**src/common/ssp_pkg.sv**
```systemverilog
// Purpose: Constants for the synchronous serial slave port.
// Assumes: Byte address of each register is four times its index.
// Notes:   Registers are 8 bits wide, held in the low byte of a word.
package ssp_pkg;
	// ----------------------------------------------------------------
	// Register indices
	// ----------------------------------------------------------------
	localparam logic [7:0] IDX_INT_CTRL  = 8'h0B;
	localparam logic [7:0] IDX_IRQ_FLAGS = 8'h0C;
	localparam logic [7:0] IDX_RX_STAT   = 8'h18;
	localparam logic [7:0] IDX_TX_HOLD   = 8'h19;
	localparam logic [7:0] IDX_RX_BUF    = 8'h1A;
	localparam logic [7:0] IDX_IRQ_ENS   = 8'h8C;
	localparam logic [7:0] IDX_TX_STAT   = 8'h98;
	localparam logic [7:0] IDX_RATE_DIV  = 8'h99;
	localparam logic [7:0] IDX_EVT_STAT  = 8'hA0;
	localparam logic [7:0] IDX_EVT_CLR   = 8'hA1;
	localparam logic [7:0] IDX_EVT_EN    = 8'hA2;
	// ----------------------------------------------------------------
	// Field positions
	// ----------------------------------------------------------------
	localparam int GLB_IRQ_EN_BIT = 7;
	localparam int PER_IRQ_EN_BIT = 6;
	localparam int RX_FLAG_BIT    = 5;
	localparam int TX_FLAG_BIT    = 4;
	localparam int PORT_EN_BIT    = 7;
	localparam int RX_NINE_BIT    = 6;
	localparam int CONT_RX_BIT    = 4;
	localparam int FRAME_ERR_BIT  = 2;
	localparam int OVERRUN_BIT    = 1;
	localparam int RX_NINTH_BIT   = 0;
	localparam int CLK_SRC_BIT    = 7;
	localparam int TX_NINE_BIT    = 6;
	localparam int TX_EN_BIT      = 5;
	localparam int SYNC_BIT       = 4;
	localparam int TX_EMPTY_BIT   = 1;
	localparam int TX_NINTH_BIT   = 0;
	localparam int EV_TXMOVE      = 0;
	localparam int EV_RXDONE      = 1;
	localparam int EV_OVRUN       = 2;
	// ----------------------------------------------------------------
	// Reset values and writable masks
	// ----------------------------------------------------------------
	localparam logic [7:0] RST_TX_STAT = 8'h02;
	localparam logic [7:0] RST_ZERO    = 8'h00;
	localparam logic [7:0] TX_STAT_WM  = 8'hF5;
	localparam logic [7:0] RX_STAT_WM  = 8'hF8;
	localparam logic [2:0] EVT_ZERO    = 3'h0;
	localparam logic [3:0] NBITS_8     = 4'h8;
	localparam logic [3:0] NBITS_9     = 4'h9;
	localparam logic [12:0] IRQ_VECTOR = 13'h0004;
endpackage

```
**src/rtl/ssp_slave.sv**
```systemverilog
// Purpose: Synchronous serial port, slave side: shift clock comes from the far master.
// Assumes: APB slave, zero wait states; clock and data pins sampled by pclk.
// Notes:   Data leaves LSB first, changed after falling clock edges, sampled on rising.
// Notes on behaviour
// - Slave mode when clock source bit is clear; shift clock comes from the pin.
// - Port keeps shifting from the external clock while the core sleeps.
// - First written word moves straight to the shifter; the second waits in holding.
// - Transmit flag stays clear while holding is full; set once it empties.
// - Enabled transmit flag wakes the core; with global and peripheral enables it takes the vector.
// - Transmit enable set; a holding write starts a transmission.
// - Single-receive enable is ignored in slave mode.
// - Continuous receive captures words in sleep, moves them to buffer, wakes core.
// - Receive flag set when a word is complete; interrupt if enabled.
// - Receive buffer presents the received byte as eight bits.
// - Clearing continuous receive clears the error state.
// - Unimplemented bits read as zero.
//
// Our own choice: the APB slave port.
module ssp_slave #(
	parameter int ADDR_W = 12
) (
	input  wire logic              pclk,        // Bus clock, 10 MHz
	input  wire logic              presetn,     // Async reset, active low
	input  wire logic              psel,        // APB select
	input  wire logic              penable,     // APB access phase
	input  wire logic              pwrite,      // APB write
	input  wire logic [ADDR_W-1:0] paddr,       // APB byte address
	input  wire logic [31:0]       pwdata,      // APB write data
	output logic      [31:0]       prdata,      // APB read data
	output logic                   pready,      // APB ready
	output logic                   pslverr,     // APB error, unmapped address
	input  wire logic              ck_in,       // Clock pin level
	output logic                   ck_out,      // Clock pin drive value
	output logic                   ck_oe,       // Clock pin drive enable
	input  wire logic              dt_in,       // Data pin level
	output logic                   dt_out,      // Data pin drive value
	output logic                   dt_oe,       // Data pin drive enable
	output logic                   core_wake,   // Wake request to the core
	output logic                   core_irq,    // Branch request to the core
	output logic      [12:0]       irq_vector,  // Branch target
	output logic                   irq          // Event interrupt, level
);
	// ----------------------------------------------------------------
	// Bus decode
	// ----------------------------------------------------------------
	function automatic logic hit(input logic [ADDR_W-1:0] a, input logic [7:0] idx);
		hit = (a == ADDR_W'({idx, 2'b00}));
	endfunction

	logic       setup;
	logic       acc;
	logic       mapped;
	logic       wr_acc;
	logic       rd_acc;
	logic [7:0] wd;
	logic [7:0] rd_mux;

	assign setup  = psel & ~penable;
	assign acc    = psel & penable;
	assign mapped = hit(paddr, ssp_pkg::IDX_INT_CTRL) | hit(paddr, ssp_pkg::IDX_IRQ_FLAGS)
		| hit(paddr, ssp_pkg::IDX_RX_STAT) | hit(paddr, ssp_pkg::IDX_TX_HOLD)
		| hit(paddr, ssp_pkg::IDX_RX_BUF) | hit(paddr, ssp_pkg::IDX_IRQ_ENS)
		| hit(paddr, ssp_pkg::IDX_TX_STAT) | hit(paddr, ssp_pkg::IDX_RATE_DIV)
		| hit(paddr, ssp_pkg::IDX_EVT_STAT) | hit(paddr, ssp_pkg::IDX_EVT_CLR)
		| hit(paddr, ssp_pkg::IDX_EVT_EN);
	assign wr_acc = acc & pwrite & mapped;
	assign rd_acc = acc & ~pwrite & mapped;
	assign wd     = pwdata[7:0];
	assign pready = 1'b1;

	// ----------------------------------------------------------------
	// Registers
	// ----------------------------------------------------------------
	logic [7:0] int_ctrl_r;
	logic [7:0] irq_ens_r;
	logic [7:0] rx_stat_r;
	logic [7:0] tx_stat_r;
	logic [7:0] rate_div_r;
	logic [7:0] hold_r;
	logic       hold_full_r;
	logic [7:0] rx_buf_r;
	logic       rx_ninth_r;
	logic       rx_flag_r;
	logic       overrun_r;
	logic [2:0] evt_stat_r;
	logic [2:0] evt_en_r;
	logic [2:0] evt_set;
	logic [8:0] tx_shift_r;
	logic [3:0] tx_cnt_r;
	logic [8:0] rx_shift_r;
	logic [3:0] rx_cnt_r;
	logic [8:0] rx_word;
	logic       active;
	logic       tx_flag;
	logic       tx_empty;
	logic       tx_load;
	logic       rx_on;
	logic       rx_done;
	logic [3:0] tx_nbits;
	logic [3:0] rx_nbits;

	always_ff @(posedge pclk or negedge presetn) begin
		if (!presetn) begin
			int_ctrl_r <= ssp_pkg::RST_ZERO;
			irq_ens_r  <= ssp_pkg::RST_ZERO;
			rate_div_r <= ssp_pkg::RST_ZERO;
			rx_stat_r  <= ssp_pkg::RST_ZERO;
			tx_stat_r  <= ssp_pkg::RST_TX_STAT;
			evt_en_r   <= ssp_pkg::EVT_ZERO;
		end else if (wr_acc) begin
			if (hit(paddr, ssp_pkg::IDX_INT_CTRL)) begin
				int_ctrl_r <= wd;
			end
			if (hit(paddr, ssp_pkg::IDX_IRQ_ENS)) begin
				irq_ens_r <= wd;
			end
			if (hit(paddr, ssp_pkg::IDX_RATE_DIV)) begin
				rate_div_r <= wd;
			end
			if (hit(paddr, ssp_pkg::IDX_RX_STAT)) begin
				rx_stat_r <= wd & ssp_pkg::RX_STAT_WM;
			end
			if (hit(paddr, ssp_pkg::IDX_TX_STAT)) begin
				tx_stat_r <= wd & ssp_pkg::TX_STAT_WM;
			end
			if (hit(paddr, ssp_pkg::IDX_EVT_EN)) begin
				evt_en_r <= wd[2:0];
			end
		end
	end

	// Slave only when clock source is external; master mode leaves the port idle
	assign active = rx_stat_r[ssp_pkg::PORT_EN_BIT] & tx_stat_r[ssp_pkg::SYNC_BIT]
		& ~tx_stat_r[ssp_pkg::CLK_SRC_BIT];
	assign tx_nbits = tx_stat_r[ssp_pkg::TX_NINE_BIT] ? ssp_pkg::NBITS_9
		: ssp_pkg::NBITS_8;
	assign rx_nbits = rx_stat_r[ssp_pkg::RX_NINE_BIT] ? ssp_pkg::NBITS_9
		: ssp_pkg::NBITS_8;

	// ----------------------------------------------------------------
	// Pin synchronisers
	// ----------------------------------------------------------------
	logic ck_s1;
	logic ck_s2;
	logic ck_s3;
	logic dt_s1;
	logic dt_s2;
	logic ck_rise;
	logic ck_fall;

	always_ff @(posedge pclk or negedge presetn) begin
		if (!presetn) begin
			ck_s1 <= 1'b0;
			ck_s2 <= 1'b0;
			ck_s3 <= 1'b0;
			dt_s1 <= 1'b0;
			dt_s2 <= 1'b0;
		end else begin
			ck_s1 <= ck_in;
			ck_s2 <= ck_s1;
			ck_s3 <= ck_s2;
			dt_s1 <= dt_in;
			dt_s2 <= dt_s1;
		end
	end

	// Edges come only from the pin, so shifting runs with the core asleep
	assign ck_rise = ck_s2 & ~ck_s3;
	assign ck_fall = ~ck_s2 & ck_s3;
	assign ck_out  = 1'b0;
	assign ck_oe   = 1'b0;

	// ----------------------------------------------------------------
	// Transmit path
	// ----------------------------------------------------------------
	assign tx_empty = (tx_cnt_r == 4'h0);
	// Receive enable owns the data pin, so transmit waits while it is set
	assign tx_load  = active & tx_stat_r[ssp_pkg::TX_EN_BIT]
		& ~rx_stat_r[ssp_pkg::CONT_RX_BIT] & hold_full_r & tx_empty;
	assign tx_flag  = tx_stat_r[ssp_pkg::TX_EN_BIT] & ~hold_full_r;

	always_ff @(posedge pclk or negedge presetn) begin
		if (!presetn) begin
			hold_r      <= ssp_pkg::RST_ZERO;
			hold_full_r <= 1'b0;
		end else if (wr_acc && hit(paddr, ssp_pkg::IDX_TX_HOLD)) begin
			hold_r      <= wd;
			hold_full_r <= 1'b1;
		end else if (tx_load) begin
			hold_full_r <= 1'b0;
		end
	end

	always_ff @(posedge pclk or negedge presetn) begin
		if (!presetn) begin
			tx_shift_r <= 9'h000;
			tx_cnt_r   <= 4'h0;
			dt_out     <= 1'b0;
		end else if (!active || !tx_stat_r[ssp_pkg::TX_EN_BIT]) begin
			tx_cnt_r   <= 4'h0;
		end else if (tx_load) begin
			tx_shift_r <= {tx_stat_r[ssp_pkg::TX_NINTH_BIT], hold_r};
			tx_cnt_r   <= tx_nbits;
			dt_out     <= hold_r[0];
		end else if (ck_fall && !tx_empty) begin
			tx_shift_r <= {1'b0, tx_shift_r[8:1]};
			tx_cnt_r   <= tx_cnt_r - 4'h1;
			dt_out     <= tx_shift_r[1];
		end
	end

	assign dt_oe = ~tx_empty;

	// ----------------------------------------------------------------
	// Receive path
	// ----------------------------------------------------------------
	// Single-receive enable never enters this term
	assign rx_on   = active & rx_stat_r[ssp_pkg::CONT_RX_BIT] & ~overrun_r;
	assign rx_done = rx_on & ck_rise & (rx_cnt_r == rx_nbits - 4'h1);

	always_comb begin
		rx_word           = rx_shift_r;
		rx_word[rx_cnt_r] = dt_s2;
	end

	always_ff @(posedge pclk or negedge presetn) begin
		if (!presetn) begin
			rx_shift_r <= 9'h000;
			rx_cnt_r   <= 4'h0;
		end else if (!rx_on) begin
			rx_cnt_r   <= 4'h0;
		end else if (rx_done) begin
			rx_shift_r <= 9'h000;
			rx_cnt_r   <= 4'h0;
		end else if (ck_rise) begin
			rx_shift_r <= rx_word;
			rx_cnt_r   <= rx_cnt_r + 4'h1;
		end
	end

	always_ff @(posedge pclk or negedge presetn) begin
		if (!presetn) begin
			rx_buf_r   <= ssp_pkg::RST_ZERO;
			rx_ninth_r <= 1'b0;
		end else if (rx_done && !rx_flag_r) begin
			rx_buf_r   <= rx_word[7:0];
			rx_ninth_r <= rx_word[8];
		end
	end

	// Buffer read clears the flag; a word landing in that cycle is lost as an overrun
	always_ff @(posedge pclk or negedge presetn) begin
		if (!presetn) begin
			rx_flag_r <= 1'b0;
		end else if (rx_done && !rx_flag_r) begin
			rx_flag_r <= 1'b1;
		end else if (rd_acc && hit(paddr, ssp_pkg::IDX_RX_BUF)) begin
			rx_flag_r <= 1'b0;
		end
	end

	// Unread buffer at word end loses the word and halts reception
	always_ff @(posedge pclk or negedge presetn) begin
		if (!presetn) begin
			overrun_r <= 1'b0;
		end else if (rx_done && rx_flag_r) begin
			overrun_r <= 1'b1;
		end else if (!rx_stat_r[ssp_pkg::CONT_RX_BIT]) begin
			overrun_r <= 1'b0;
		end
	end

	// ----------------------------------------------------------------
	// Events and core wake
	// ----------------------------------------------------------------
	assign evt_set = {rx_done & rx_flag_r, rx_done & ~rx_flag_r, tx_load};

	always_ff @(posedge pclk or negedge presetn) begin
		if (!presetn) begin
			evt_stat_r <= ssp_pkg::EVT_ZERO;
		end else if (wr_acc && hit(paddr, ssp_pkg::IDX_EVT_CLR)) begin
			evt_stat_r <= (evt_stat_r & ~wd[2:0]) | evt_set;
		end else begin
			evt_stat_r <= evt_stat_r | evt_set;
		end
	end

	assign irq        = |(evt_stat_r & evt_en_r);
	assign core_wake  = (tx_flag & irq_ens_r[ssp_pkg::TX_FLAG_BIT])
		| (rx_flag_r & irq_ens_r[ssp_pkg::RX_FLAG_BIT]);
	assign core_irq   = core_wake & int_ctrl_r[ssp_pkg::GLB_IRQ_EN_BIT]
		& int_ctrl_r[ssp_pkg::PER_IRQ_EN_BIT];
	assign irq_vector = ssp_pkg::IRQ_VECTOR;

	// ----------------------------------------------------------------
	// Read data
	// ----------------------------------------------------------------
	always_comb begin
		rd_mux = ssp_pkg::RST_ZERO;
		if (hit(paddr, ssp_pkg::IDX_INT_CTRL)) begin
			rd_mux = int_ctrl_r;
		end
		if (hit(paddr, ssp_pkg::IDX_IRQ_FLAGS)) begin
			rd_mux = {2'b00, rx_flag_r, tx_flag, 4'h0};
		end
		if (hit(paddr, ssp_pkg::IDX_RX_STAT)) begin
			rd_mux = {rx_stat_r[7:3], 1'b0, overrun_r, rx_ninth_r};
		end
		if (hit(paddr, ssp_pkg::IDX_RX_BUF)) begin
			rd_mux = rx_buf_r;
		end
		if (hit(paddr, ssp_pkg::IDX_IRQ_ENS)) begin
			rd_mux = irq_ens_r;
		end
		if (hit(paddr, ssp_pkg::IDX_TX_STAT)) begin
			rd_mux = {tx_stat_r[7:4], 1'b0, tx_stat_r[2], tx_empty, tx_stat_r[0]};
		end
		if (hit(paddr, ssp_pkg::IDX_RATE_DIV)) begin
			rd_mux = rate_div_r;
		end
		if (hit(paddr, ssp_pkg::IDX_EVT_STAT)) begin
			rd_mux = {5'h00, evt_stat_r};
		end
		if (hit(paddr, ssp_pkg::IDX_EVT_EN)) begin
			rd_mux = {5'h00, evt_en_r};
		end
	end

	// Captured in setup so the answer comes from a flop in the access phase
	always_ff @(posedge pclk or negedge presetn) begin
		if (!presetn) begin
			prdata  <= 32'h0000_0000;
			pslverr <= 1'b0;
		end else if (setup) begin
			prdata  <= {24'h00_0000, rd_mux};
			pslverr <= ~mapped;
		end
	end

	// ----------------------------------------------------------------
	// Checks
	// ----------------------------------------------------------------
	chk_clk_pin_quiet: assert property (@(posedge pclk) disable iff (!presetn)
		!ck_oe)
		else $error("Clock pin driven");
	// Counters clear one cycle after the port goes inactive
	chk_master_idle: assert property (@(posedge pclk) disable iff (!presetn)
		tx_stat_r[ssp_pkg::CLK_SRC_BIT] |=> (tx_empty && rx_cnt_r == 4'h0))
		else $error("Port active with internal clock source");
	chk_load_first: assert property (@(posedge pclk) disable iff (!presetn)
		tx_load |=> (!tx_empty && tx_shift_r[7:0] == $past(hold_r)))
		else $error("Holding word not moved into shifter");
	chk_flag_hold: assert property (@(posedge pclk) disable iff (!presetn)
		hold_full_r |-> !tx_flag)
		else $error("Transmit flag set with holding full");
	chk_second_move: assert property (@(posedge pclk) disable iff (!presetn)
		(hold_full_r && !tx_empty && ck_fall && tx_cnt_r == 4'h1
		&& active && !rx_stat_r[ssp_pkg::CONT_RX_BIT]
		&& tx_stat_r[ssp_pkg::TX_EN_BIT]) |=> tx_load ##1 tx_flag || hold_full_r)
		else $error("Second word not moved after first");
	chk_wake_branch: assert property (@(posedge pclk) disable iff (!presetn)
		core_irq |-> (core_wake && int_ctrl_r[ssp_pkg::GLB_IRQ_EN_BIT])
		&& irq_vector == 13'h0004)
		else $error("Branch without wake or global enable");
	chk_tx_wake: assert property (@(posedge pclk) disable iff (!presetn)
		(tx_stat_r[ssp_pkg::TX_EN_BIT] && !hold_full_r
		&& irq_ens_r[ssp_pkg::TX_FLAG_BIT]) |-> core_wake)
		else $error("Enabled transmit flag did not wake");
	chk_rx_flag: assert property (@(posedge pclk) disable iff (!presetn)
		(rx_done && !rx_flag_r) |=> (rx_flag_r && rx_buf_r == $past(rx_word[7:0])))
		else $error("Received word not posted");
	chk_err_clear: assert property (@(posedge pclk) disable iff (!presetn)
		!rx_stat_r[ssp_pkg::CONT_RX_BIT] |=> !overrun_r)
		else $error("Error not cleared by receive disable");
	chk_empty_state: assert property (@(posedge pclk) disable iff (!presetn)
		tx_load |=> !tx_empty [*2])
		else $error("Shifter empty during transmission");

	cov_tx_word: cover property (@(posedge pclk) disable iff (!presetn)
		tx_load ##[1:300] tx_empty);
	cov_rx_word: cover property (@(posedge pclk) disable iff (!presetn) rx_done && !rx_flag_r);
	cov_overrun: cover property (@(posedge pclk) disable iff (!presetn) rx_done && rx_flag_r);
	cov_two_words: cover property (@(posedge pclk) disable iff (!presetn)
		tx_load ##1 hold_full_r);
endmodule

```
**config.mk**
```make
export PLATFORM = sky130hd
export DESIGN_NAME = ssp_slave
export DESIGN_NICKNAME = d
export VERILOG_FILES = /design/src/common/ssp_pkg.sv /design/src/rtl/ssp_slave.sv
export SDC_FILE = /design/constraint.sdc
export NUM_CORES = 1
export LEC_CHECK = 0
export BUFFER_PORTS_ARGS = -buffer_cell sky130_fd_sc_hd__buf_4
export CAP_MARGIN = 15
export CORE_MARGIN = 10
export CORE_UTILIZATION = 50
export CTS_CLUSTER_SIZE = 10
export DETAILED_ROUTE_END_ITERATION = 8
export GPL_ROUTABILITY_DRIVEN = 1
export PLACE_DENSITY = 0.83
export SETUP_SLACK_MARGIN = 0.15
export SLEW_MARGIN = 20
export SYNTH_ARGS = -nofsm -noshare
export SYNTH_HDL_FRONTEND = slang
export SYNTH_SLANG_ARGS = --single-unit
```
**constraint.sdc**
```tcl
create_clock -name pclk -period 2.15 [get_ports pclk]
set_clock_uncertainty 0.1 [all_clocks]
set_input_delay 0.645 -clock pclk [delete_from_list [all_inputs] [get_ports pclk]]
set_output_delay 0.645 -clock pclk [all_outputs]
set_load 0.02 [all_outputs]
```
==> qor.yml, run 1 <==
setup.worst_path.end_class: "output port"
first_pass_iters: 7
clock_path_buffers: 2
die_y_um: 124
finalHoldViolations: 0
met3WireLength_mm: 1.36
max_freq_ghz: 0.418
clk_latency_ps: 390
crit_path_start: "tx_cnt_r[0]"
syn_area_per_cell_sq_um: 10.3
dp_hpwl_mm: 11.4
synth-seq-cells: 101
synthArstFlopShare: 1.00
core_sq_um: 10500
fin_nets: 705
drc_errors: 0
grt_overflow: 0
drive_gt1_frac: 0.407
violations: "negative setup slack"
rsz0062_at_grt: "true"
wl_met2_mm: 7.83
maxUsedRoutingLayer: "met4"
swShare: 0.276
clkSlewWorstSetupHoldPaths_ps: 110
p_int_mw: 2.61
pwr-share-seq: 0.533
critPathMostFrequentCell: "buf_6"
pwr-share-comb: 0.103
crit_path_start_kind: "flop"
io_pins: 105
max_stage_delay_ps: 410
seq_area_frac_synth: 0.467
ir_drop_v: 0.000429
setup_viol: 16
postSynthCellCount: 525
cp_data_arrival_time_ps: 1650
slew_viol_final: 0
total_power_mw: 3.61
gpl.final_weighted_congestion: 0.940
reg2reg_from: "tx_cnt_r[0]"
hp-class: "input port to asynchronous set/reset pin"
std_cell_rows: 37
outcome: "finished with violations"
io_buffer_count: 40
wl_per_cell_um: 20.8
worstPathMaxFanout: 2
ant_nets: 0
grt_pass1_wl_mm: 24.5
slew_headroom: 0.495
min_period_ps: 2390
synthFlopType: "dfrtp_1"
setup_ws_ps: -241
p_per_area_nw_per_um2: 506
dr_total_vias: 4647
synth_cell_type_count: 69
path_cells: "inv_2 -> ha_4 -> or3b_4 -> buf_6 -> buf_6"
worst-setup-path-type: "flop to output port"
numCtsBuffers: 9
grt_pass1_vias: 4614
worst_ep_required_time_ps: 1400
drv_cap: 0
holdBufCountCts: 0
netlist_area_sq_um: 5420
wl_met1_mm: 6.62
grt_max_degree: 37
clkPwrFrac: 0.365
grt_antenna_before_repair: 0
yosys_warnings: 0
area_growth_pct: 31.8
cts.sinks: 101
finish.utilization: 0.682
reg2reg_setup_slack_ps: -130
r2r-end: "tx_shift_r[2]"
place_inst: 747
critPathCapture: "dt_oe"
drtIter0Drc: 378
cts-root-buf: "clkbuf_8"
final.fill_count: 745
wl_mm: 16.4
final_cell_count_no_fill: 789
via_per_inst: 5.89
die_w_um: 124
p_leak_nw: 3.39
p_switching_mw: 0.995
tritoncts: "done"
n_antenna_cell: 0
cp_slowest_cell: "dfrtp_1"
die-area_sq_um: 15400
start_util: 0.518
fin_crit_sh: 1.11
grt.total_usage: 0.205
tightest_slew_ps: 747
synth_edf_count: 0
ff2ff_path_depth: 9
cts_max_level: 3
==> power groups by stage <==
stage                     combinational (mW)  clock, mW  sequential, mW
final                                  0.371       1.32            1.92
after global routing                   0.397       1.42            1.93
after CTS                              0.358       1.32            1.92
after detailed placement               0.346          0            1.96
after global placement                 0.338          0            1.96
after floorplan                        0.205          0            1.97
==> cell families (layout without fill, tap and decap cells) <==
group / count (synthesis) / after routing / share of synthesized area
buffers and inverters: 70 / 159 / 0.0785
adder cells (fa/ha/maj): 6 / 6 / 0.0139
XOR/XNOR: 3 / 3 / 0.00485
other: 2 / 40 / 0.00139
flip-flops: 101 / 101 / 0.467
multiplexers: 61 / 61 / 0.124
AND/OR/NAND/NOR: 159 / 160 / 0.165
AO/OA/AOI/OAI: 123 / 123 / 0.146
==> critical path, delay by kind of cell (launching register included) <==
kind	cells	cell delay, ps
simple gates	1	390
flops	1	410
fa+ha+maj	1	130
buf+inv	3	340
==> flip-flops by register name, summed over array words and instances (netlist names), 5 cells and up <==
signal and cells:
rx_shift_r 9, tx_shift_r 9, hold_r 8, int_ctrl_r 8
irq_ens_r 8, prdata 8, rate_div_r 8, rx_buf_r 8
tx_stat_r 6, rx_stat_r 5
==> worst min-delay path by stage <==
stage                        from  cells past startpoint        end
after floorplan             ck_s1                      0      ck_s2
after global placement      dt_s1                      0      dt_s2
after detailed placement    dt_s1                      0      dt_s2
after CTS                 presetn                      1  hold_r[1]
after global routing      presetn                      1  hold_r[6]
final                     presetn                      1  hold_r[6]
==> cells in the mapped netlist (all sizes together) (3+ instances only) <==
master | instances | area [sq um]
dfrtp | 101 | 2530
mux2 | 49 | 552
nand2 | 49 | 186
buf | 47 | 339
o21ai | 39 | 195
nor2 | 33 | 126
a21oi | 29 | 156
clkbuf | 15 | 56.3
mux2i | 12 | 120
nor3 | 12 | 76.3
a31oi | 11 | 75.1
a22o | 9 | 78.8
inv | 8 | 30.0
nand3 | 8 | 40.0
nor2b | 8 | 50.1
and3 | 6 | 37.5
ha | 6 | 75.1
nor4 | 5 | 52.6
o22ai | 5 | 31.3
a22oi | 4 | 30.0
nand4 | 4 | 25.0
nand4b | 4 | 35.0
or4 | 4 | 37.5
a211oi | 3 | 22.5
a21o | 3 | 22.5
nand3b | 3 | 22.5
nand4bb | 3 | 33.8
nor4b | 3 | 26.3
==> cell usage in the layout, fill, tap and decap left out, types with 4 or more instances in the layout <==
| master | netlist | final |
|---|---|---|
| clkbuf_8 | 0 | 9 |
| a31oi_1 | 10 | 9 |
| nand4_1 | 4 | 4 |
| buf_12 | 0 | 4 |
| buf_4 | 40 | 102 |
| nand2_1 | 48 | 45 |
| nand3_1 | 8 | 4 |
| a22oi_1 | 4 | 4 |
| ha_1 | 6 | 5 |
| nor2_1 | 32 | 19 |
| dfrtp_1 | 101 | 101 |
| mux2_2 | 49 | 39 |
| nor3_1 | 10 | 8 |
| mux2_4 | 0 | 10 |
| conb_1 | 2 | 40 |
| and3_1 | 6 | 4 |
| a22o_1 | 9 | 9 |
| mux2i_1 | 12 | 12 |
| nor2b_1 | 8 | 7 |
| o21ai_0 | 39 | 36 |
| nor2_2 | 1 | 9 |
| nor4_4 | 1 | 4 |
| a21oi_1 | 28 | 24 |
| buf_6 | 1 | 23 |
| a21oi_2 | 0 | 4 |
| nand4b_1 | 4 | 4 |
| or4_4 | 2 | 4 |
| inv_1 | 8 | 6 |
| nor2_4 | 0 | 5 |
==> stage by stage <==
stage | TNS [ps] | worst slack [ps] | hold WS, ps | cell area (sq um)
6_report | -1220 | -241 | 105 | 7140
3_3_place_gp | -11840 | -314 | 232 | 6280
4_1_cts | -865 | -216 | 122 | 6880
3_5_place_dp | -14010 | -321 | 241 | 6280
2_1_floorplan | -3050 | -180 | 231 | 5690
5_1_grt | -2340 | -289 | 124 | 7140
==> timing repair <==
item | CTS | global route
setup endpoints to repair | 42 | 54
setup buffers | 16 | 6
gates resized for setup | 53 | 44
endpoints found under the hold margin | 0 | 0
pin swaps | 18 | 12
gates cloned | 3 | 2
==> layout make-up <==
cell class / count / area, sq um / share of cell area
clock buffer: 9 / 124 / 0.0174
timing repair buffer: 135 / 1230 / 0.172
multi-input combinational: 393 / 2960 / 0.415
clock inverter: 7 / 95.1 / 0.0133
inverter: 8 / 30.0 / 0.00421
tap: 136 / 170 / 0.0238
sequential: 101 / 2530 / 0.354
==> layer usage <==
metal | track usage | vias up
met5 | 0 | -
li1 | - | 2081
met4 | 0.0906 | 0
met3 | 0.0344 | 42
met1 | 0.259 | 2319
met2 | 0.339 | 205
No activity file was read; power rests on OpenSTA's default activity.
==> run 2: changes to the inputs <==
--- a/config.mk
+++ b/config.mk
@@ -5,14 +5,15 @@
 export SDC_FILE = /design/constraint.sdc
 export NUM_CORES = 1
 export LEC_CHECK = 0
+export ABC_CLOCK_PERIOD_IN_PS = 2150
 export BUFFER_PORTS_ARGS = -buffer_cell sky130_fd_sc_hd__buf_4
 export CAP_MARGIN = 15
 export CORE_MARGIN = 10
-export CORE_UTILIZATION = 50
+export CORE_UTILIZATION = 40
 export CTS_CLUSTER_SIZE = 10
 export DETAILED_ROUTE_END_ITERATION = 8
 export GPL_ROUTABILITY_DRIVEN = 1
-export PLACE_DENSITY = 0.83
+export PLACE_DENSITY = 0.7
 export SETUP_SLACK_MARGIN = 0.15
 export SLEW_MARGIN = 20
 export SYNTH_ARGS = -nofsm -noshare
==> run 2 against run 1 <==
The flow still finishes with violations (negative setup slack). Global-route usage fell by 3.1 points. Critical path depth stayed put. Via count fell by 2.1%. Power up 13%. Sequential share of layout area fell by 1.1 points. Combinational power about the same. First-iteration DRC count is 5.6% higher. Sequential cell count is the same. Setup slack gained 33 ps.
==> qor.yml, run 2 (synthesis results as in run 1) <==
cp_data_arrival_time_ps: 1610  # -40 ps
slew_viol_final: 0  # unchanged
die_y_um: 136  # +9.9%
via_per_inst: 5.43  # -7.8%
holdBufCountCts: 0  # unchanged
cp_slowest_cell: "dfrtp_1"
finalHoldViolations: 0  # unchanged
p_leak_nw: 3.47  # +2.3%
setup.worst_path.end_class: "output port"
fin_crit_sh: 1.10  # -0.0153
rsz0062_at_grt: "true"
drv_cap: 0  # unchanged
die_w_um: 136  # +9.9%
fin_nets: 714  # +1.3%
most-common-layout-cells: "buf_4, dfrtp_1, nand2_1"
clock_path_buffers: 2  # unchanged
worstPathMaxFanout: 3  # +1
start_util: 0.409  # -0.109
area_growth_pct: 36.1
crit_path_start_kind: "flop"
clkSlewWorstSetupHoldPaths_ps: 70  # -40 ps
grt_pass1_vias: 4520  # -2.0%
io_pins: 105  # unchanged
dp_hpwl_mm: 11.5  # +0.79%
drive_gt1_frac: 0.426  # +0.0186
cts.sinks: 101  # unchanged
ant_nets: 0  # unchanged
multi_input_comb_area_sq_um: 3010  # +1.7%
worst-setup-path-type: "flop to output port"
critPathMostFrequentCell: "buf_6"
cts_max_level: 3  # unchanged
n_antenna_cell: 0  # unchanged
seq_area_sq_um: 2530  # unchanged
gpl.final_weighted_congestion: 0.941  # +0.15%
min_period_ps: 2360  # -32.8 ps
wl_met2_mm: 7.62  # -2.7%
std_cell_rows: 42  # +14%
core_sq_um: 13200  # +27%
place_ws_ps: -328  # -6.10 ps
final.fill_count: 1161  # +56%
grt_antenna_before_repair: 0  # unchanged
worst_ep_required_time_ps: 1400  # about the same
grt_overflow: 0  # unchanged
reg.largest.list: "rx_shift_r x9, tx_shift_r x9"
outcome: "finished with violations"
maxUsedRoutingLayer: "met4"
p_per_area_nw_per_um2: 554  # +9.5%
drtIter0Drc: 399  # +5.6%
max_stage_delay_ps: 410  # about the same
grt_max_degree: 49  # +32%
wl_mm: 16.0  # -2.4%
path_cells: "inv_2 -> ha_4 -> or3b_4 -> buf_6 -> buf_6"
hp-class: "input port to asynchronous set/reset pin"
io_buffer_count: 40  # unchanged
first_pass_iters: 4  # -3
setup_ws_ps: -208  # +32.8 ps
setup_tns_ps: -1660  # -445 ps
ff2ff_path_depth: 9  # unchanged
final_common_cell: "buf_4"
grt_pass1_wl_mm: 25.2  # +3.2%
grt.total_usage: 0.174  # -0.0314
wl_met1_mm: 6.84  # +3.4%
ir_drop_v: 0.000450  # +4.8%
cts-root-buf: "clkbuf_16"
wl_per_cell_um: 19.1  # -8.1%
tritoncts: "done"
max_freq_ghz: 0.424  # +1.4%
drc_errors: 0  # unchanged
clk_latency_ps: 350  # -40 ps
met3WireLength_mm: 1.20  # -12%
dr_total_vias: 4550  # -2.1%
setup_viol: 15  # -1
violations: "negative setup slack"
die-area_sq_um: 18600  # +21%
numCtsBuffers: 9  # unchanged
==> run 2: cell types whose count changed in the layout (fill, tap and decap cells not counted), sizes merged <==
| cell | previous run | this run |
|---|---|---|
| buf | 134 | 144 |
| inv | 10 | 8 |
| bufinv | 1 | 2 |
| clkinv | 4 | 3 |
| clkinvlp | 0 | 1 |
==> run 2: cell type report <==
| cell class | instances | share of cell area |
|---|---|---|
| Multi-Input combinational cell | 393 | 0.409 |
| Sequential cell | 101 | 0.343 |
| Timing Repair Buffer | 144 | 0.170 |
| Clock buffer | 10 | 0.0324 |
| Tap cell | 176 | 0.0299 |
| Clock inverter | 6 | 0.0117 |
| Inverter | 8 | 0.00407 |
==> run 2: critical path: cells and delay by family (launching register included) <==
kind,cells,cell delay [ps]
buf+inv,3,350
simple gates,1,380
fa+ha+maj,1,110
flops,1,410
==> run 2: repair_timing <==
| action | in CTS | in global routing |
|---|---|---|
| resized for setup | 59 | 36 |
| cloned | 4 | 0 |
| setup endpoints to repair | 50 | 64 |
| pin swaps | 15 | 9 |
| buffers inserted | 18 | 3 |
==> run 2: layer usage <==
layer	track usage	up-vias
li1	-	2100
met1	0.222	2272
met2	0.278	154
met3	0.0498	24
met4	0.0533	0
met5	0	-
==> run 2: final timing paths <==
path                              from            end  slack (ps)
setup reg to reg           tx_cnt_r[1]  tx_shift_r[7]        -180
min in group pclk                ck_s1          ck_s2         250
hold reg to reg                  ck_s1          ck_s2         250
hold / removal                 presetn  tx_shift_r[7]         100
max in group asynchronous      presetn    rx_buf_r[1]        1280
setup / recovery           tx_cnt_r[1]          dt_oe        -210
==> run 2: power by group <==
group | internal, mW | total [mW] | switching [mW]
Sequential | 1.91 | 1.92 | 0.0103
Clock | 1.05 | 1.79 | 0.736
Combinational | 0.135 | 0.373 | 0.239
Total | 3.10 | 4.08 | 0.985
==> run 2: through the flow <==
stage	power [mW]	area (sq um)	utilization	hold slack (ps)	cells
2_1_floorplan	2.17	5690	-	231	563
6_report	4.08	7370	0.557	96.9	838
3_5_place_dp	2.31	6420	0.485	238	797
4_1_cts	4.07	7210	0.545	102	835
5_1_grt	4.21	7370	0.557	106	838
3_3_place_gp	2.31	6420	0.485	234	797
==> run 3: changes to the inputs <==
--- a/config.mk
+++ b/config.mk
@@ -5,10 +5,11 @@
 export SDC_FILE = /design/constraint.sdc
 export NUM_CORES = 1
 export LEC_CHECK = 0
+export ABC_AREA = 1
 export ABC_CLOCK_PERIOD_IN_PS = 2150
 export BUFFER_PORTS_ARGS = -buffer_cell sky130_fd_sc_hd__buf_4
 export CAP_MARGIN = 15
-export CORE_MARGIN = 10
+export CORE_MARGIN = 1.5
 export CORE_UTILIZATION = 40
 export CTS_CLUSTER_SIZE = 10
 export DETAILED_ROUTE_END_ITERATION = 8
==> run 3 against run 2 <==
The flow still finishes with violations (negative setup slack). Routed wire length down 11%. Sequential power about the same. Synthesized area down 0.76%.
==> qor.yml, run 3 <==
synthFlopType: "dfrtp_1"
ir_drop_v: 0.000339  # -25%
fin_nets: 840  # +18%
yosys-top-cells-count: "nand2_1, dfrtp_1, inv_1, o21ai_0, nor2_1"
synth_top_area_share: 0.470  # +0.00358
setup.worst_path.end_class: "output port"
min_period_ps: 2160  # -196 ps
io_pins: 105  # unchanged
tightest_slew_ps: 500
synthTopCellsByArea: "dfrtp_1, nand2_1, buf_4"
reg2reg_setup_slack_ps: 190  # +370 ps
via_per_inst: 5.02  # -7.5%
cts-root-buf: "clkbuf_16"
dr_total_vias: 4841  # +6.4%
clkSlewWorstSetupHoldPaths_ps: 70  # about the same
std_cell_rows: 42  # unchanged
drc_errors: 0  # unchanged
yosysTopAreaCell: "dfrtp_1"
p_int_mw: 2.77  # -10%
ant_nets: 0  # unchanged
setup_ws_ps: -11.8  # +196 ps
dp_hpwl_mm: 9.52  # -17%
synth_edf_count: 0  # unchanged
netlist_area_sq_um: 5380  # -0.76%
setup_viol: 2  # -13
r2r-end: "tx_shift_r[3]"
crit_path_start_kind: "flop"
finalHoldViolations: 0  # unchanged
drive_gt1_frac: 0.286  # -0.140
area_growth_pct: 28.2
grt_antenna_before_repair: 0  # unchanged
syn_area_per_cell_sq_um: 7.94  # -23%
gpl.final_weighted_congestion: 0.855  # -9.2%
io_buffer_count: 40  # unchanged
reg.largest.list: "rx_shift_r x9, tx_shift_r x9"
grt.total_usage: 0.196  # +0.0225
start_util: 0.408  # -0.00150
setup_tns_ps: -17.4  # +1650 ps
most-common-layout-cells: "nand2_1, dfrtp_1, buf_4"
worstPathMaxFanout: 2  # -1
numCtsBuffers: 9  # unchanged
die_w_um: 119  # -13%
yosys_warnings: 0  # unchanged
grt_max_degree: 36  # -27%
grt_overflow: 0  # unchanged
clock_path_buffers: 2  # unchanged
violations: "negative setup slack"
final.fill_count: 1229  # +5.9%
yosysMostFrequentCell: "nand2_1"
tritoncts: "done"
crit_path_start: "tx_stat_r[5]"
postSynthCellCount: 677  # +29%
slew_headroom: 0.667
wl_mm: 14.2  # -11%
ff2ff_path_depth: 10  # +1
core_sq_um: 13200  # -0.40%
reg2reg_from: "tx_cnt_r[1]"
outcome: "finished with violations"
die-area_sq_um: 14100  # -24%
drtIter0Drc: 441  # +11%
grt_pass1_wl_mm: 22.0  # -13%
holdBufCountCts: 0  # unchanged
pwr-share-seq: 0.518  # +0.047
first_pass_iters: 5  # +1
grt_pass1_vias: 4461  # -1.3%
slew_viol_final: 0  # unchanged
p_leak_nw: 3.39  # -2.3%
die_y_um: 119  # -13%
cts_max_level: 3  # unchanged
clkPwrFrac: 0.409  # -0.028
swShare: 0.249  # +0.00771
max_freq_ghz: 0.463  # +9.1%
final_common_cell: "nand2_1"
clk_latency_ps: 350  # about the same
synth-seq-cells: 101  # unchanged
finish.utilization: 0.523  # -0.0341
fin_crit_sh: 1.01  # -0.0912
p_switching_mw: 0.920  # -6.6%
whs_ps: 152  # +54.8 ps
cts.sinks: 101  # unchanged
worst_ep_required_time_ps: 1400  # about the same
total_power_mw: 3.69  # -9.5%
place_ws_ps: -235  # +92.7 ps
worst-setup-path-type: "flop to output port"
hp-class: "input port to asynchronous set/reset pin"
cp_data_arrival_time_ps: 1420  # -190 ps
p_per_area_nw_per_um2: 536  # -3.2%
wl_per_cell_um: 14.7  # -23%
rsz0062_at_grt: "true"
pwr-share-comb: 0.073  # -0.018
seq_area_frac_synth: 0.470  # +0.00358
synth_cell_type_count: 35  # -49%
n_antenna_cell: 0  # unchanged
drv_cap: 0  # unchanged
synthArstFlopShare: 1.00  # unchanged
## run 3: cell types whose count changed in the layout (fill, tap and decap cells not counted), sizes merged, moves of 19 or more
cell   delta
o21ai    +33
a21oi    -19
buf      -35
inv      +66
mux2     -49
nand3    +43
nand2   +151
## run 3: through the flow
stage | std cells | cell area, sq um
finish | 964 | 6890
detailed placement | 930 | 6110
CTS | 953 | 6450
global route | 964 | 6890
floorplan | 715 | 5550
global placement | 930 | 6110
## run 3: how the worst max path moves through the flow
stage | endpoint | slack (ps) | cells after the start
after detailed placement | evt_stat_r[0] | -230 | 10
after global routing | core_irq | -80 | 7
final | core_wake | -10 | 7
after global placement | evt_stat_r[0] | -230 | 10
after CTS | core_irq | 70 | 6
after floorplan | int_ctrl_r[0] | 80 | 12
## run 3: logic make-up (layout without fill, tap and decap cells)
kind of cell | after synthesis | after routing | share of synthesized area
buf+inv | 131 | 203 | 0.126
simple gates | 331 | 332 | 0.273
other cells | 2 | 40 | 0.00140
xor+xnor | 3 | 3 | 0.00489
fa+ha+maj | 6 | 6 | 0.0140
compound gates | 103 | 103 | 0.110
flops | 101 | 101 | 0.470
## run 3: routing by layer
| layer | wire [um] | global-route usage |
|---|---|---|
| met5 | 0 | 0 |
| met4 | 353 | 0.0663 |
| met3 | 965 | 0.0311 |
| met2 | 6520 | 0.308 |
| met1 | 6350 | 0.277 |
## run 3: area by class of cell
type | count | area [sq um] | area share
Inverter | 76 | 297 | 0.0430
Sequential cell | 101 | 2530 | 0.367
Timing Repair Buffer | 111 | 966 | 0.140
Multi-Input combinational cell | 484 | 2610 | 0.379
Clock buffer | 11 | 233 | 0.0338
Clock inverter | 5 | 36.3 | 0.00526
Tap cell | 176 | 220 | 0.0319
## run 3: worst max-delay path, stage by stage, from the launching register on
cell and delay, ps:
dfrtp_1 400, inv_2 90, nor2_4 50, nand2_2 80, o21ai_4 80, buf_4 140
buf_6 110, buf_6 120
## run 3: power by group through the flow
stage               Sequential (mW)  Clock (mW)  Combinational, mW
finish                         1.91        1.51              0.269
global route                   1.91        1.61              0.297
CTS                            1.91        1.53              0.258
detailed placement             1.95           0              0.257
global placement               1.95           0              0.256
floorplan                      1.95           0              0.175
## run 3: repair_timing
item,in CTS,in global routing
pin swaps,1,24
setup endpoints to repair,25,72
hold endpoints to repair,0,0
gates resized for setup,9,97
gates cloned,0,4
setup buffers,7,7
